[src/design/gpc_pkg.sv]
package gpc_pkg;

    // ----------------------------------------------------------------
    // sizes
    // ----------------------------------------------------------------
    localparam int NUM_PINS = 22;
    localparam int ADDR_W   = 12;
    localparam int DATA_W   = 32;

    typedef logic [7:0] gpc_cfg_t;

    // ----------------------------------------------------------------
    // register indices, byte address is four times the index
    // ----------------------------------------------------------------
    localparam logic [7:0] IDX_FAN_IR_KEYBOARD_PIN_DATA = 8'h4d;
    localparam logic [7:0] IDX_FLOPPY_WAKE_PIN_DATA     = 8'h4e;
    localparam logic [7:0] IDX_SECOND_SERIAL_PIN_DATA   = 8'h4f;
    localparam logic [7:0] IDX_INDICATOR_PIN_DATA       = 8'h50;
    localparam logic [7:0] IDX_PIN_CONFIGURATION_BASE   = 8'h60;

    // ----------------------------------------------------------------
    // pin numbering of the data registers
    // ----------------------------------------------------------------
    localparam int FIK_BASE    = 0;
    localparam int FLOPPY_BASE = 8;
    localparam int SERIAL_BASE = 12;
    localparam int IND_BASE    = 20;

    // ----------------------------------------------------------------
    // configuration fields and reset values
    // ----------------------------------------------------------------
    localparam int CFG_DIR    = 0;
    localparam int CFG_POL    = 1;
    localparam int CFG_ALT_LO = 2;
    localparam int CFG_ALT_HI = 3;
    localparam int CFG_OD     = 7;

    localparam logic [1:0] ALT_GPIO = 2'h0;
    localparam logic [1:0] ALT_EITHER_EDGE_INTERRUPT = 2'h2;

    localparam gpc_cfg_t CFG_RESET  = 8'h01;
    localparam logic     DATA_RESET = 1'b0;

endpackage

[src/design/gpc_pin_cell.sv]
module gpc_pin_cell
    import gpc_pkg::*;
#(
    parameter bit IS_JOY  = 1'b0,
    parameter bit IS_DEVICE_DISABLE_REG_CONTROL = 1'b0,
    parameter bit IS_SMI  = 1'b0,
    parameter bit IS_EITHER_EDGE_INTERRUPT = 1'b0
) (
    input  wire logic     clk,
    input  wire logic     rst,
    input  wire gpc_cfg_t cfg,
    input  wire logic     data,
    input  wire logic     pin,
    input  wire logic     alt_out,
    output logic          pad_o,
    output logic          pad_oe,
    output logic          rd_val,
    output logic          alt_in,
    output logic          is_out,
    output logic          alt_on
);

    // ----------------------------------------------------------------
    // function decode
    // ----------------------------------------------------------------
    logic [1:0] alt_sel;
    logic       either_edge_interrupt;
    logic       joy;
    logic       device_disable_reg_control;
    logic       pol_on;
    logic       dir_out;
    logic       src;
    logic       val;
    logic       od;

    assign alt_sel = cfg[CFG_ALT_HI:CFG_ALT_LO];
    assign alt_on  = alt_sel != ALT_GPIO;
    assign either_edge_interrupt    = IS_EITHER_EDGE_INTERRUPT && alt_sel == ALT_EITHER_EDGE_INTERRUPT;
    assign joy     = IS_JOY && alt_on;
    assign device_disable_reg_control    = IS_DEVICE_DISABLE_REG_CONTROL && alt_on;

    // ----------------------------------------------------------------
    // pin drive
    // ----------------------------------------------------------------
    assign pol_on  = cfg[CFG_POL] && !(joy || device_disable_reg_control || either_edge_interrupt);
    assign dir_out = joy || (!cfg[CFG_DIR] && !either_edge_interrupt);
    assign src     = alt_on ? alt_out : data;
    assign val     = src ^ pol_on;
    // driver type counts only for outputs, and for alternates only on the smi pin
    assign od      = joy || (dir_out && cfg[CFG_OD] && (!alt_on || IS_SMI));
    assign pad_o   = od ? 1'b0 : val;
    assign pad_oe  = dir_out && (!od || !val);

    // ----------------------------------------------------------------
    // pin sense
    // ----------------------------------------------------------------
    // edge mode still inverts the data bit, only the pin function ignores it
    assign rd_val  = pin ^ cfg[CFG_POL];
    assign alt_in  = pin ^ pol_on;
    // edge mode turns the pin into an input whatever the direction bit says
    assign is_out  = !cfg[CFG_DIR] && !either_edge_interrupt;

    // ----------------------------------------------------------------
    // checks
    // ----------------------------------------------------------------
    a_input_no_drive: assert property (
        @(posedge clk) disable iff (rst)
        (cfg[CFG_DIR] && !joy) |-> !pad_oe)
        else $error("input pin is driven");

    a_od_no_high: assert property (
        @(posedge clk) disable iff (rst)
        od |-> !(pad_oe && pad_o))
        else $error("open-drain pin driven high");

    a_gpio_push_pull: assert property (
        @(posedge clk) disable iff (rst)
        (!alt_on && !cfg[CFG_DIR] && !cfg[CFG_OD])
            |-> (pad_oe && pad_o == (data ^ cfg[CFG_POL])))
        else $error("push-pull output value wrong");

    a_joy_open_drain: assert property (
        @(posedge clk) disable iff (rst)
        joy |-> (!pad_o && pad_oe == !alt_out))
        else $error("joystick pin not plain open-drain");

endmodule

[src/design/gpc_pin_control.sv]
// Overview of operation
// - every pin owns an 8-bit configuration register that steers its behaviour.
// - configuration bit 0 is direction, 0 making an output and 1 an input.
// - configuration bit 1 is polarity, 1 inverting both inputs and outputs.
// - an inverted input reads the inverted pin, an inverted output drives the inverted bit.
// - configuration bit 7 picks an open-drain or a push-pull driver.
// - the driver type matters only while the pin is an output.
// - the driver type covers the plain pin and the low-active interrupt alternate.
// - polarity also inverts alternate functions on every pin not excepted.
// - polarity skips the disable control, the joystick axes and either-edge mode.
// - a joystick axis alternate is always an open-drain, non-inverted output.
// - the four data registers sit at indices 4d, 4e, 4f and 50 of the block.
// - an input reads the pin level at read time and ignores writes to its bit.
// - an output reads back the last write, which also drives the pin unless an alternate is selected.
module gpc_pin_control
    import gpc_pkg::*;
#(
    parameter logic [NUM_PINS-1:0] JOY_MASK  = 22'h000000,
    parameter logic [NUM_PINS-1:0] DEVICE_DISABLE_REG_CONTROL_MASK = 22'h000800,
    parameter logic [NUM_PINS-1:0] SMI_MASK  = 22'h000000,
    parameter logic [NUM_PINS-1:0] EITHER_EDGE_INTERRUPT_MASK = 22'h300a00
) (
    input  wire logic                CLK_SYS,
    input  wire logic                RST,
    input  wire logic                PSEL,
    input  wire logic                PENABLE,
    input  wire logic                PWRITE,
    input  wire logic [ADDR_W-1:0]   PADDR,
    input  wire logic [DATA_W-1:0]   PWDATA,
    output logic      [DATA_W-1:0]   PRDATA,
    output logic                     PREADY,
    output logic                     PSLVERR,
    input  wire logic [NUM_PINS-1:0] PAD_IN,
    output logic      [NUM_PINS-1:0] PAD_OUT,
    output logic      [NUM_PINS-1:0] PAD_OE,
    input  wire logic [NUM_PINS-1:0] ALT_OUT,
    output logic      [NUM_PINS-1:0] ALT_IN,
    output logic      [NUM_PINS-1:0] ALT_ACTIVE
);

    // ----------------------------------------------------------------
    // address decode
    // ----------------------------------------------------------------
    logic [7:0] addr_idx;
    logic [7:0] cfg_off;
    logic       addr_ok;
    logic       hit_fik;
    logic       hit_floppy;
    logic       hit_serial;
    logic       hit_ind;
    logic       hit_cfg;
    logic       mapped;
    logic       setup;
    logic       wr_acc;

    assign addr_idx   = PADDR[9:2];
    assign addr_ok    = PADDR[1:0] == 2'h0 && PADDR[ADDR_W-1:10] == '0;
    assign hit_fik    = addr_ok && addr_idx == IDX_FAN_IR_KEYBOARD_PIN_DATA;
    assign hit_floppy = addr_ok && addr_idx == IDX_FLOPPY_WAKE_PIN_DATA;
    assign hit_serial = addr_ok && addr_idx == IDX_SECOND_SERIAL_PIN_DATA;
    assign hit_ind    = addr_ok && addr_idx == IDX_INDICATOR_PIN_DATA;
    assign cfg_off    = addr_idx - IDX_PIN_CONFIGURATION_BASE;
    assign hit_cfg    = addr_ok && addr_idx >= IDX_PIN_CONFIGURATION_BASE
                        && cfg_off < 8'(NUM_PINS);
    assign mapped     = hit_fik || hit_floppy || hit_serial || hit_ind || hit_cfg;
    assign setup      = PSEL && !PENABLE;
    assign wr_acc     = PSEL && PENABLE && PWRITE;

    // zero wait states: every access phase completes at once
    assign PREADY     = PSEL && PENABLE;

    // ----------------------------------------------------------------
    // pin synchronisers
    // ----------------------------------------------------------------
    logic [NUM_PINS-1:0] sync1;
    logic [NUM_PINS-1:0] sync2;
    logic [NUM_PINS-1:0] sync3;
    logic [NUM_PINS-1:0] pin_lvl;
    logic [NUM_PINS-1:0] agree;
    logic [NUM_PINS-1:0] next_pin_lvl;

    // a level only counts once two stages agree, which drops single-cycle glitches
    assign agree        = ~(sync2 ^ sync3);
    assign next_pin_lvl = (pin_lvl & ~agree) | (sync3 & agree);

    always_ff @(posedge CLK_SYS or posedge RST) begin
        if (RST) begin
            sync1 <= '0;
            sync2 <= '0;
            sync3 <= '0;
        end else begin
            sync1 <= PAD_IN;
            sync2 <= sync1;
            sync3 <= sync2;
        end
    end

    always_ff @(posedge CLK_SYS or posedge RST) begin
        if (RST) begin
            pin_lvl <= '0;
        end else begin
            pin_lvl <= next_pin_lvl;
        end
    end

    // ----------------------------------------------------------------
    // per-pin configuration and pin cells
    // ----------------------------------------------------------------
    gpc_cfg_t            cfg [NUM_PINS];
    logic [NUM_PINS-1:0] cfg_sel;
    logic [NUM_PINS-1:0] data;
    logic [NUM_PINS-1:0] pad_o;
    logic [NUM_PINS-1:0] pad_oe;
    logic [NUM_PINS-1:0] rd_val;
    logic [NUM_PINS-1:0] alt_in;
    logic [NUM_PINS-1:0] pin_out;
    logic [NUM_PINS-1:0] alt_on;

    for (genvar i = 0; i < NUM_PINS; i++) begin : g_pin
        assign cfg_sel[i] = wr_acc && hit_cfg && cfg_off == 8'(i);

        always_ff @(posedge CLK_SYS or posedge RST) begin
            if (RST) begin
                cfg[i] <= CFG_RESET;
            end else if (cfg_sel[i]) begin
                cfg[i] <= PWDATA[7:0];
            end
        end

        gpc_pin_cell #(
            .IS_JOY  (JOY_MASK[i]),
            .IS_DEVICE_DISABLE_REG_CONTROL (DEVICE_DISABLE_REG_CONTROL_MASK[i]),
            .IS_SMI  (SMI_MASK[i]),
            .IS_EITHER_EDGE_INTERRUPT (EITHER_EDGE_INTERRUPT_MASK[i])
        ) u_cell (
            .clk     (CLK_SYS),
            .rst     (RST),
            .cfg     (cfg[i]),
            .data    (data[i]),
            .pin     (pin_lvl[i]),
            .alt_out (ALT_OUT[i]),
            .pad_o   (pad_o[i]),
            .pad_oe  (pad_oe[i]),
            .rd_val  (rd_val[i]),
            .alt_in  (alt_in[i]),
            .is_out  (pin_out[i]),
            .alt_on  (alt_on[i])
        );
    end

    // ----------------------------------------------------------------
    // data bits
    // ----------------------------------------------------------------
    logic [NUM_PINS-1:0] wr_val;
    logic [NUM_PINS-1:0] wr_hit;
    logic [NUM_PINS-1:0] wr_take;
    logic [NUM_PINS-1:0] next_data;

    // reserved bits have no storage, so their writes fall away
    assign wr_val  = {PWDATA[1:0], PWDATA[7:0], PWDATA[3:0], PWDATA[7:0]};
    assign wr_hit  = {{2{hit_ind}}, {8{hit_serial}}, {4{hit_floppy}}, {8{hit_fik}}};
    assign wr_take = {NUM_PINS{wr_acc}} & wr_hit & pin_out;
    assign next_data = (data & ~wr_take) | (wr_val & wr_take);

    always_ff @(posedge CLK_SYS or posedge RST) begin
        if (RST) begin
            data <= {NUM_PINS{DATA_RESET}};
        end else begin
            data <= next_data;
        end
    end

    // ----------------------------------------------------------------
    // read path
    // ----------------------------------------------------------------
    logic [NUM_PINS-1:0] img;
    logic [DATA_W-1:0]   next_rdata;
    gpc_cfg_t            cfg_rd;

    // inputs show the level sampled in the setup cycle of the read
    assign img = (pin_out & data) | (~pin_out & rd_val);

    always_comb begin
        cfg_rd = '0;
        for (int k = 0; k < NUM_PINS; k++) begin
            if (cfg_off == 8'(k)) begin
                cfg_rd = cfg[k];
            end
        end
    end

    assign next_rdata = hit_fik    ? {24'h0, img[FIK_BASE +: 8]}    :
                        hit_floppy ? {28'h0, img[FLOPPY_BASE +: 4]} :
                        hit_serial ? {24'h0, img[SERIAL_BASE +: 8]} :
                        hit_ind    ? {30'h0, img[IND_BASE +: 2]}    :
                        hit_cfg    ? {24'h0, cfg_rd}                :
                                     32'h0;

    always_ff @(posedge CLK_SYS or posedge RST) begin
        if (RST) begin
            PRDATA  <= '0;
            PSLVERR <= 1'b0;
        end else if (setup) begin
            PRDATA  <= next_rdata;
            PSLVERR <= !mapped;
        end
    end

    // ----------------------------------------------------------------
    // pad and alternate outputs
    // ----------------------------------------------------------------
    // one register stage keeps the pads free of decode glitches
    always_ff @(posedge CLK_SYS or posedge RST) begin
        if (RST) begin
            PAD_OUT    <= '0;
            PAD_OE     <= '0;
            ALT_IN     <= '0;
            ALT_ACTIVE <= '0;
        end else begin
            PAD_OUT    <= pad_o;
            PAD_OE     <= pad_oe;
            ALT_IN     <= alt_in;
            ALT_ACTIVE <= alt_on;
        end
    end

    // ----------------------------------------------------------------
    // checks
    // ----------------------------------------------------------------
    a_input_bit_kept: assert property (
        @(posedge CLK_SYS) disable iff (RST)
        ##1 ((data ^ $past(data)) & ~$past(pin_out)) == '0)
        else $error("write changed an input data bit");

    a_output_bit_write: assert property (
        @(posedge CLK_SYS) disable iff (RST)
        (wr_acc && hit_fik) |=>
            ((data[7:0] ^ $past(PWDATA[7:0])) & $past(pin_out[7:0])) == 8'h0)
        else $error("output data bit missed its write");

    a_read_output_last: assert property (
        @(posedge CLK_SYS) disable iff (RST)
        (setup && hit_serial) |=>
            ((PRDATA[7:0] ^ data[SERIAL_BASE +: 8]) & pin_out[SERIAL_BASE +: 8]) == 8'h0)
        else $error("output read is not the last write");

    a_read_input_pin: assert property (
        @(posedge CLK_SYS) disable iff (RST)
        (setup && hit_fik) |=>
            ((PRDATA[7:0] ^ $past(rd_val[7:0])) & ~$past(pin_out[7:0])) == 8'h0)
        else $error("input read is not the pin level");

    a_floppy_reserved: assert property (
        @(posedge CLK_SYS) disable iff (RST)
        (setup && hit_floppy) |=> PRDATA[31:4] == 28'h0)
        else $error("reserved floppy data bits not zero");

    a_ind_reserved: assert property (
        @(posedge CLK_SYS) disable iff (RST)
        (setup && hit_ind) |=> PRDATA[31:2] == 30'h0)
        else $error("reserved indicator data bits not zero");

    a_cfg_write_back: assert property (
        @(posedge CLK_SYS) disable iff (RST)
        (wr_acc && hit_cfg && cfg_off == 8'h0) |=> cfg[0] == $past(PWDATA[7:0]))
        else $error("pin configuration write lost");

    a_data_addr_map: assert property (
        @(posedge CLK_SYS) disable iff (RST)
        (setup && PADDR == 12'h134) |=> !PSLVERR)
        else $error("first data register not mapped");

    a_pin_filter: assert property (
        @(posedge CLK_SYS) disable iff (RST)
        (sync2 == sync3) |=> pin_lvl == $past(sync3))
        else $error("agreed pin level not taken");

    a_pad_follows: assert property (
        @(posedge CLK_SYS) disable iff (RST)
        ##1 PAD_OE == $past(pad_oe) && PAD_OUT == $past(pad_o))
        else $error("pad outputs lag wrong");

    a_unmapped_err: assert property (
        @(posedge CLK_SYS) disable iff (RST)
        (setup && !mapped) |=> (PSLVERR && PRDATA == '0))
        else $error("unmapped access not refused");

    a_mapped_no_err: assert property (
        @(posedge CLK_SYS) disable iff (RST)
        (setup && mapped) |=> !PSLVERR)
        else $error("mapped access flagged as error");

    a_unmapped_no_write: assert property (
        @(posedge CLK_SYS) disable iff (RST)
        (wr_acc && !mapped) |=> data == $past(data))
        else $error("unmapped write changed data");

    a_floppy_write: assert property (
        @(posedge CLK_SYS) disable iff (RST)
        (wr_acc && hit_floppy) |=>
            ((data[FLOPPY_BASE +: 4] ^ $past(PWDATA[3:0]))
                & $past(pin_out[FLOPPY_BASE +: 4])) == 4'h0)
        else $error("floppy output bit missed its write");

    a_serial_write: assert property (
        @(posedge CLK_SYS) disable iff (RST)
        (wr_acc && hit_serial) |=>
            ((data[SERIAL_BASE +: 8] ^ $past(PWDATA[7:0]))
                & $past(pin_out[SERIAL_BASE +: 8])) == 8'h0)
        else $error("serial output bit missed its write");

    a_ind_write: assert property (
        @(posedge CLK_SYS) disable iff (RST)
        (wr_acc && hit_ind) |=>
            ((data[IND_BASE +: 2] ^ $past(PWDATA[1:0]))
                & $past(pin_out[IND_BASE +: 2])) == 2'h0)
        else $error("indicator output bit missed its write");

    a_read_floppy_pin: assert property (
        @(posedge CLK_SYS) disable iff (RST)
        (setup && hit_floppy) |=>
            ((PRDATA[3:0] ^ $past(rd_val[FLOPPY_BASE +: 4]))
                & ~$past(pin_out[FLOPPY_BASE +: 4])) == 4'h0)
        else $error("floppy input read is not the pin");

    a_read_serial_pin: assert property (
        @(posedge CLK_SYS) disable iff (RST)
        (setup && hit_serial) |=>
            ((PRDATA[7:0] ^ $past(rd_val[SERIAL_BASE +: 8]))
                & ~$past(pin_out[SERIAL_BASE +: 8])) == 8'h0)
        else $error("serial input read is not the pin");

    a_read_ind_pin: assert property (
        @(posedge CLK_SYS) disable iff (RST)
        (setup && hit_ind) |=>
            ((PRDATA[1:0] ^ $past(rd_val[IND_BASE +: 2]))
                & ~$past(pin_out[IND_BASE +: 2])) == 2'h0)
        else $error("indicator input read is not the pin");

    a_read_fik_output: assert property (
        @(posedge CLK_SYS) disable iff (RST)
        (setup && hit_fik) |=>
            ((PRDATA[7:0] ^ data[FIK_BASE +: 8]) & pin_out[FIK_BASE +: 8]) == 8'h0)
        else $error("output read is not the stored bit");

    a_cfg_read_back: assert property (
        @(posedge CLK_SYS) disable iff (RST)
        (setup && hit_cfg && cfg_off == 8'h0) |=> PRDATA[7:0] == cfg[0])
        else $error("pin configuration read wrong");

    a_cfg_others_kept: assert property (
        @(posedge CLK_SYS) disable iff (RST)
        (wr_acc && hit_cfg && cfg_off != 8'h0) |=> cfg[0] == $past(cfg[0]))
        else $error("pin configuration hit by foreign write");

    a_filter_hold: assert property (
        @(posedge CLK_SYS) disable iff (RST)
        (sync2 != sync3) |=> pin_lvl == $past(pin_lvl))
        else $error("pin level taken before stages agree");

endmodule

[config.mk]
export PLATFORM = sky130hd
export DESIGN_NAME = gpc_pin_control
export DESIGN_NICKNAME = d
export VERILOG_FILES = /design/src/design/gpc_pkg.sv /design/src/design/gpc_pin_cell.sv /design/src/design/gpc_pin_control.sv
export SDC_FILE = /design/constraint.sdc
export NUM_CORES = 1
export LEC_CHECK = 0
export ABC_AREA = 1
export ABC_CLOCK_PERIOD_IN_PS = 10900
export BUFFER_PORTS_ARGS = -buffer_cell sky130_fd_sc_hd__buf_4
export CAP_MARGIN = 25
export CORE_MARGIN = 8
export CORE_UTILIZATION = 53
export DETAILED_ROUTE_END_ITERATION = 10
export GPL_ROUTABILITY_DRIVEN = 0
export PLACE_DENSITY = 0.78
export SYNTH_ARGS = -nofsm -noshare
export SYNTH_HDL_FRONTEND = slang
export SYNTH_HIERARCHICAL = 1
export SYNTH_SLANG_ARGS = --single-unit
export TNS_END_PERCENT = 5
[constraint.sdc]
create_clock -name CLK_SYS -period 10.9 [get_ports CLK_SYS]
set_input_delay 1.09 -clock CLK_SYS [delete_from_list [all_inputs] [get_ports CLK_SYS]]
set_output_delay 1.09 -clock CLK_SYS [all_outputs]
set_load 0.05 [all_outputs]
Word level (Yosys, flattened, before mapping)

Cells that the tools add are included.
W data, S select, Z words.

Logic and storage cells: 454
Output and inout port bits: 122
Register bits: 407
Bits of input ports: 93

Add/subtract/negate cells: 1
$lt $le $gt $ge: 2
Reduce and logical (&&, ||, !) cells: 254
Bitwise gates (word level): 64
Mux-type cells: 71
Equality and inequality tests: 29

Operators with widths:

| kind                  | count |
|---|---|
| $mux W8               | 27 |
| $and A22 B22 Y22      | 8 |
| $logic_and A1 B1 Y1   | 107 |
| $logic_not A1 Y1      | 95 |
| $not A22 Y22          | 4 |
| $or A22 B22 Y22       | 3 |
| $eq A8 B4 Y1 const B  | 8 |
| $eq A8 B5 Y1 const B  | 6 |
| $xor A1 B1 Y1         | 48 |
| $mux W1               | 44 |
| $reduce_bool A2 Y1    | 22 |
| $eq A8 B3 Y1 const B  | 4 |
| $eq A8 B7 Y1 const B  | 4 |
| $logic_or A1 B1 Y1    | 27 |
| $xor A22 B22 Y22      | 1 |
| $eq A8 B2 Y1 const B  | 2 |
| $eq A2 B2 Y1 const B  | 4 |
| $eq A8 B1 Y1 const B  | 1 |
| $ge A8 B7 Y1 const B  | 1 |
| $logic_not A8 Y1      | 1 |
| $lt A8 B5 Y1 const B  | 1 |
| $sub A8 B7 Y8 const B | 1 |
| $logic_not A2 Y1      | 2 |

Depth between registers and ports, before layout

Gate-level depths: netlist of run 1.

Depth in word-level cells: 29
Mapped depth: 26
Depth with buffers taken out: 25

Hierarchy

The synthesis of run 1 kept the hierarchy.

By module, submodules not included:

| module                               | sequential area each (um^2) | area each (um^2) | cells an instance | times used |
|---|---|---|---|---|
| gpc_pin_control                      | 9611.7                      | 14801.7          | 1501              | 1 |
| gpc_pin_cell at g_pin[0].u_cell ...  | 0.0                         | 128.9            | 23                | 18 |
| gpc_pin_cell at g_pin[20].u_cell ... | 0.0                         | 117.6            | 21                | 3 |
| gpc_pin_cell at g_pin[11].u_cell     | 0.0                         | 116.4            | 22                | 1 |

Worst setup path before layout of run 1

OpenSTA, ideal clock, no wires.

Kind: in2reg
Start point: in PADDR[7]
End point: reg PRDATA[3]
Stages on the path: 20
Setup time: 118 ps
Arrival time: 2915 ps
Path slack: 7867 ps
Cell sequence: ha_1 > inv_1 > nand2_1 > nor2_2 > nand2_2 > nor2_1 > buf_4 > nand2_1 > nand2_1 > nand4_1 > nor3_1 > nand4_1 > nor2_1 > nand4_1 > nand2_1 > nand2_1 > nand2_1 > nand4_1 > nand2_1 > nand2_1

Cells in the longest elaborated chain, start to end: 29
Elaborated cells on any way between the ends: 62

Ends and longest elaborated chain:

| item                   | line                   | text |
|---|---|---|
| from (decl)            | gpc_pin_control.sv:28  | `input wire logic [ADDR_W-1:0] PADDR,` |
| $sub A8 B7 Y8          | gpc_pin_control.sv:62  | `assign cfg_off = addr_idx - IDX_PIN_CONFIGURATION_BASE;` |
| $logic_not A8 Y1       | gpc_pin_control.sv:186 | `if (cfg_off == 8'(k)) begin` |
| $mux W8 (22 in series) | gpc_pin_control.sv:186 |  |
| $mux W8                | gpc_pin_control.sv:196 | `hit_cfg ? {24'h0, cfg_rd} :` |
| $mux W8                | gpc_pin_control.sv:195 | `hit_ind ? {30'h0, img[IND_BASE +: 2]} :` |
| $mux W8                | gpc_pin_control.sv:194 | `hit_serial ? {24'h0, img[SERIAL_BASE +: 8]} :` |
| $mux W8                | gpc_pin_control.sv:193 | `hit_floppy ? {28'h0, img[FLOPPY_BASE +: 4]} :` |
| $mux W8 *              | gpc_pin_control.sv:192 | `assign next_rdata = hit_fik ? {24'h0, img[FIK_BASE +: 8]} :` |
| to (signal assigned)   | gpc_pin_control.sv:204 | `PRDATA <= next_rdata;` |
| to (decl)              | gpc_pin_control.sv:30  | `output logic [DATA_W-1:0] PRDATA,` |

Every way passes the cells marked *; elsewhere a longest branch is shown, timed or not.
A chain may end at the register's enable or synchronous reset.

Worst setup path after layout of run 1

Ends and elaborated chain as after synthesis.

==> results of run 1 <==
final cells by class:
type                    instances  area share, %
inverters                     295           5.43
well taps                     442           2.70
diodes                          1         0.0122
flip-flops and latches        383           47.0
clock buffers                  63           6.11
multi-input cells            1256           31.4
clock inverters                11          0.917
repair buffers                175           6.48
where the power goes:
group | total [mW] | internal, mW | leakage, nW | switching (mW)
clock network | 1.46 | 0.909 | 0.709 | 0.556
logic | 0.190 | 0.0484 | 4.11 | 0.141
registers | 1.47 | 1.45 | 4.75 | 0.0153
cells in the mapped netlist, types with 2 or more instances:
cell        n  area share [%]
nand2_1   510              11
dfrtp_1   361              51
inv_1     256             5.5
o21ai_0   197             5.6
nor2_1     98             2.1
nand2_2    69             2.5
nand3_1    59             1.7
a21oi_1    50             1.4
nand3_2    44             2.5
buf_4      43             1.8
inv_2      38            0.81
nand4_1    36             1.3
nor2_2     29             1.0
clkbuf_1   24            0.51
dfstp_2    22             3.3
maj3_1     22             1.3
xor2_1     22             1.1
a21oi_2    19            0.95
buf_2      19            0.54
nand2_4    19             1.2
o211ai_1    7            0.30
mux2_2      6            0.38
nor3_1      6            0.17
o21ai_1     6            0.17
or2_2       6            0.21
nand3b_1    4            0.17
nor3_2      4            0.23
nor4_1      4            0.14
or2_0       4            0.14
xnor2_1     4            0.20
buf_6       3            0.19
or2_1       2           0.071
through the flow:
step           setup slack, ps  hold WS, ps  cell area (um2)  util [%]
6_report                  6830          346            20500      62.7
5_1_grt                   6570          351            20500      62.7
4_1_cts                   6920          347            20500      62.7
3_5_place_dp              6450          336            19000      58.3
3_3_place_gp              6490          333            19000      58.3
2_1_floorplan             4680          331            17700         -
layout by cell type (no fill, tap or decap), types with 2 or more instances in the layout:
master	count
or2_1	2
dfstp_2	22
nand3b_1	4
bufinv_16	5
or2_2	6
o21ai_0	197
buf_4	174
nor3_1	6
xor2_1	22
a21oi_1	50
clkbuf_8	10
a21oi_2	19
nand4_1	36
nand3_2	44
nand2_4	19
nor3_2	4
inv_2	38
clkbuf_16	43
nor2_2	29
clkinv_2	4
nand3_1	59
clkbuf_1	10
xnor2_1	4
or2_0	4
nor2_1	98
inv_1	255
nor4_1	3
dfrtp_1	361
nand2_2	69
o21ai_1	6
mux2_2	6
maj3_1	22
o211ai_1	7
nand2_1	510
conb_1	24
critical path: stages:
cell     delay [ps]
buf_4           130
ha_1            290
inv_1           100
nand2_1          70
nor2_2          240
nand2_2         150
nor2_1          710
nand2_1         100
nand2_1         110
nand4_1         130
nor3_1          310
nand4_1         170
nor2_1          210
nand4_1         110
nand2_1          70
nand2_1          70
nand2_1          80
nand4_1         100
nand2_1         160
nand2_1          60
logic make-up after synthesis:
logic type / synth area share [%]
AOI/OAI and AO/OA: 8.58
xor gates and xnor gates: 1.29
adders and majority gates: 1.32
buffers and inverters: 9.37
DFF: 54.6
muxes: 0.384
other: 0.0213
and+or+nand+nor: 24.4
metal layers:
| layer | vias up | track usage, % |
|---|---|---|
| met5 | - | 0 |
| met4 | 0 | 10.7 |
| met3 | 104 | 4.63 |
| met2 | 559 | 37.0 |
| met1 | 6597 | 28.7 |
| li1 | 6512 | - |
worst paths after layout:
check / cells past startpoint / startpoint / endpoint / slack (ps)
setup / recovery: 20 / PADDR[7] / PRDATA[3] / 6830
hold / removal: 0 / sync1[8] / sync2[8] / 350
setup reg to reg: 16 / cfg[163] / PRDATA[3] / 8220
hold reg to reg: 0 / sync1[8] / sync2[8] / 350
max in group asynchronous: 5 / RST / PAD_OE[14] / 7860
min in group asynchronous: 3 / RST / PAD_OE[0] / 770
==> results.yml, run 1 <==
synth:
  ys_seq_area_share_pct: 54.6
  netlist_area_um2: 17600
  ys_seq_elements: 383
  synthCells: 2000
  async_flop_share_pct: 100
  synth_warnings: 6
  synth_ff_type: "dfrtp_1"
  synth-edff-count: 0
  ys_types: 39
  avgSynthCellArea_um2: 8.80
final_layout:
  fill_cells: 2711
  regArea_um2: 9610
  drive_gt1_share_pct: 22.9
  multi_input_area_um2: 6420
  syn_to_final_growth_pct: 16.3
  final_nets: 2246
  fin_cells: 2626
sta:
  period_minus_slack_ps: 4070
  hold_viol_final: 0
  final_max_slew_viol_count: 0
  tightest_slew_ps: 1100
  fmax_mhz: 246
  rsz0062_at_grt: "no"
  finClkSkew_ps: 15.1
  fin_crit_sh_pct: 37.3
  tns_ps: 0
  setup_viol: 0
  slew_headroom_pct: 26.3
die:
  initial_core_util_pct: 53.9
  dieArea_um2: 39300
  core-area_um2: 32600
  die_x_um: 198
  rows: 66
  die_y_um: 198
  ioPinCount: 215
route:
  first_pass_iters: 6
  ant_nets: 0
  wirelength_mm: 44.0
  top_layer: "met4"
  drc: 0
  first_iter_violations: 1143
  wl_met1_mm: 17.6
  wl_met3_mm: 3.72
  wl_met2_mm: 20.8
  vias: 13800
  via_per_inst: 5.24
  wl_per_cell_um: 16.8
critical_path:
  worst-setup-path-type: "primary input to flop"
  required_ps: 11310
  start_kind: "primary input"
  end_kind: "flop"
  worstPathArrival_ps: 4480
  cp_max_fo: 12
clock_tree:
  clk_pin_slew_worst_paths_ps: 60
  htreeDepth: 2
  post_cts_buffers: 0
  cts_buffers: 41
  ctsHoldBuffers: 0
  cts_sinks: 383
  clk_path_buf_depth: 3
  ctsResizeCount: 0
  cts_tree: "built"
  clk_latency_ps: 530
  root_buffer: "clkbuf_16"
placed_design:
  io_buffers: 166
  placed_cells_incl_taps: 2551
  dpl.hpwl_mm: 31.3
status:
  outcome: "finished clean"
run:
  maxCapViolCount: 0
global_route:
  grt_pass1_wl_mm: 71.5
  grt_max_degree: 196
  grt_antenna_before_repair: 1
  grtUsageTotal_pct: 22.6
  grt_pass1_vias: 13800
  grt_remaining_overflow: 0
pwr:
  design_power_total_mw: 3.12
  p_leak_nw: 9.57
  p_per_area_nw_per_um2: 153
  ir_drop_uv: 136
min_path:
  min_path_type: "flop to flop"
No activity file was read; power rests on OpenSTA's default activity.
==> run 2, diff against run 1 <==
--- a/config.mk
+++ b/config.mk
@@ -6,14 +6,14 @@
 export NUM_CORES = 1
 export LEC_CHECK = 0
 export ABC_AREA = 1
-export ABC_CLOCK_PERIOD_IN_PS = 10900
+export ABC_CLOCK_PERIOD_IN_PS = 3830
 export BUFFER_PORTS_ARGS = -buffer_cell sky130_fd_sc_hd__buf_4
 export CAP_MARGIN = 25
 export CORE_MARGIN = 8
-export CORE_UTILIZATION = 53
+export CORE_UTILIZATION = 58
 export DETAILED_ROUTE_END_ITERATION = 10
 export GPL_ROUTABILITY_DRIVEN = 0
-export PLACE_DENSITY = 0.78
+export PLACE_DENSITY = 0.81
 export SYNTH_ARGS = -nofsm -noshare
 export SYNTH_HDL_FRONTEND = slang
 export SYNTH_HIERARCHICAL = 1
==> constraint.sdc (replaced) <==
create_clock -name CLK_SYS -period 3.83 [get_ports CLK_SYS]
set_input_delay 0.383 -clock CLK_SYS [delete_from_list [all_inputs] [get_ports CLK_SYS]]
set_output_delay 0.383 -clock CLK_SYS [all_outputs]
set_load 0.05 [all_outputs]
==> run 2 against run 1 <==
- final cell count down 0.27%
- first-iteration DRC count up 11%
- register-to-register slack worse by 6800 ps
- critical path depth down 1
- worst setup slack worse by 5900 ps
- count of clock-buffer cells in the layout up 3
- total power rose to 2.7 times the previous value
- utilization up 6.8 points
==> results.yml, run 2 (synthesis results as in run 1) <==
status:
  outcome: "finished clean"
route:
  via_per_inst: 5.30
  drc: 0
  wl_per_cell_um: 16.8
  first_pass_iters: 6
  vias: 13900
  first_iter_violations: 1269
  ant_nets: 0
  wirelength_mm: 44.0
global_route:
  grt_antenna_before_repair: 2
  grtUsageTotal_pct: 24.1
  grt_pass1_vias: 13700
  grt_max_degree: 157
  grt_pass1_wl_mm: 70.1
  grt_remaining_overflow: 0
die:
  initial_core_util_pct: 59.2
  core-area_um2: 29700
  die_y_um: 190
  rows: 63
  dieArea_um2: 36200
  ioPinCount: 215
  die_x_um: 190
critical_path:
  max_stage_delay_ps: 410
  crit_path_frequent_cell: "nand4_1"
  required_ps: 4240
  reg2reg_slack_ps: 1380
  cpLargestDelayFamily: "simple AND/OR/NAND/NOR gates"
  cp_max_fo: 11
  worstPathArrival_ps: 3310
  worst-setup-path-type: "primary input to flop"
  end_kind: "flop"
  critical_path_buf_inv_count: 2
  start_kind: "primary input"
  crit_slowest_cell: "nor2_2"
  path_cells: "buf_4 > ha_1 > inv_1 > nand3_2 > nor2_2 > nand2_2 > or2_0 > nand2_1 > nand4_1 > nor3_1 > nand4_1 > nor2_1 > nand4_1 > nor2_1 > nand4_1 > nand2_1 > nand4_1 > nand2_1 > nand2_1"
sta:
  final_max_slew_viol_count: 0
  finClkSkew_ps: 9.06
  fin_crit_sh_pct: 75.6
  period_minus_slack_ps: 2900
  rsz0062_at_grt: "no"
  setup_viol: 0
  tightest_slew_ps: 1030
  slew_headroom_pct: 31.6
  hold_viol_final: 0
  fmax_mhz: 345
placed_design:
  post_dp_cell_area_um2: 19100
  dpl.hpwl_mm: 31.6
  io_buffers: 166
clock_tree:
  ctsHoldBuffers: 23
  htreeDepth: 2
  clk_path_buf_depth: 3
  cts_sinks: 383
  post_cts_buffers: 0
  cts_tree: "built"
  cts_buffers: 40
  root_buffer: "clkbuf_16"
  clk_latency_ps: 520
  ctsResizeCount: 0
  clk_pin_slew_worst_paths_ps: 60
final_layout:
  final_common_cell: "nand2_1"
  final_nets: 2290
  drive_gt1_share_pct: 23.0
  fin_area_um2: 20700
  mostFrequentLayoutCells: "nand2_1 (510), dfrtp_1 (361), inv_1 (255)"
  syn_to_final_growth_pct: 17.4
run:
  maxCapViolCount: 0
pwr:
  p_leak_nw: 9.70
  p_per_area_nw_per_um2: 414
  design_power_total_mw: 8.56
  ir_drop_uv: 339
min_path:
  min_path_type: "primary input to flop"
==> run 2: changes by cell type in the layout (fill, tap and decap cells not counted), moves of 2 or more <==
cell           previous run  this run
clkbuf_1                 10        16
bufinv_16                 5         2
clkbuf_16                43        41
diode_2                   1         3
buf_4                   174       195
dlygate4sd3_1             0        23
==> run 2: path summary, 6_finish.rpt <==
check | startpoint | to | depth (start not counted)
setup / recovery | PADDR[7] | PRDATA[1] | 19
hold / removal | PWDATA[5] | flop | 3
setup reg to reg | cfg[163] | PRDATA[3] | 16
hold reg to reg | sync1[19] | sync2[19] | 0
max in group asynchronous | RST | async pin | 4
min in group asynchronous | RST | cfg[34] | 3
==> run 2: area by class of cell <==
class	instances	area, um2
Antenna cell	3	7.51
Clock buffer	66	1210
Multi-Input combinational cell	1256	6420
Timing Repair Buffer	220	1730
Tap cell	390	488
Inverter	295	1110
Sequential cell	383	9610
Fill cell	2167	9060
Clock inverter	6	80.1
==> run 2: stage by stage <==
stage,hold WS [ps],cells,utilization [%],setup WS [ps],TNS (ps)
3_5_place_dp,335,2521,64.4,498,0
3_3_place_gp,332,2521,64.4,615,0
4_1_cts,125,2616,69.5,1040,0
5_1_grt,134,2618,69.5,826,0
6_report,130,2619,69.5,934,0
2_1_floorplan,331,2023,-,-1680,-613650
==> run 2: worst reg2reg max path, cell delays in order, from the launching register on <==
cell	delay, ps
dfrtp_1	420
nand3_1	100
nand2_1	60
nor2_1	170
nand4_1	150
nand2_1	110
nand4_1	140
nor3_1	280
nand4_1	170
nor2_1	200
nand4_1	110
nand2_1	80
nand2_1	50
nand2_1	60
nand4_1	80
nand2_1	110
nand2_1	50
==> run 2: report_power, final <==
group	leakage, nW	internal (mW)	switching, mW
clock network	0.633	2.28	1.53
registers	4.75	4.14	0.0460
logic	4.32	0.155	0.404
total	9.70	6.58	1.98
==> run 2: layer usage <==
layer / global-route usage, % / wire length, um / share of wire [%]
met5: 0 / 0 / 0
met4: 10.4 / 1770 / 4.0
met3: 4.89 / 3640 / 8.3
met2: 39.9 / 21000 / 48
met1: 30.5 / 17600 / 40
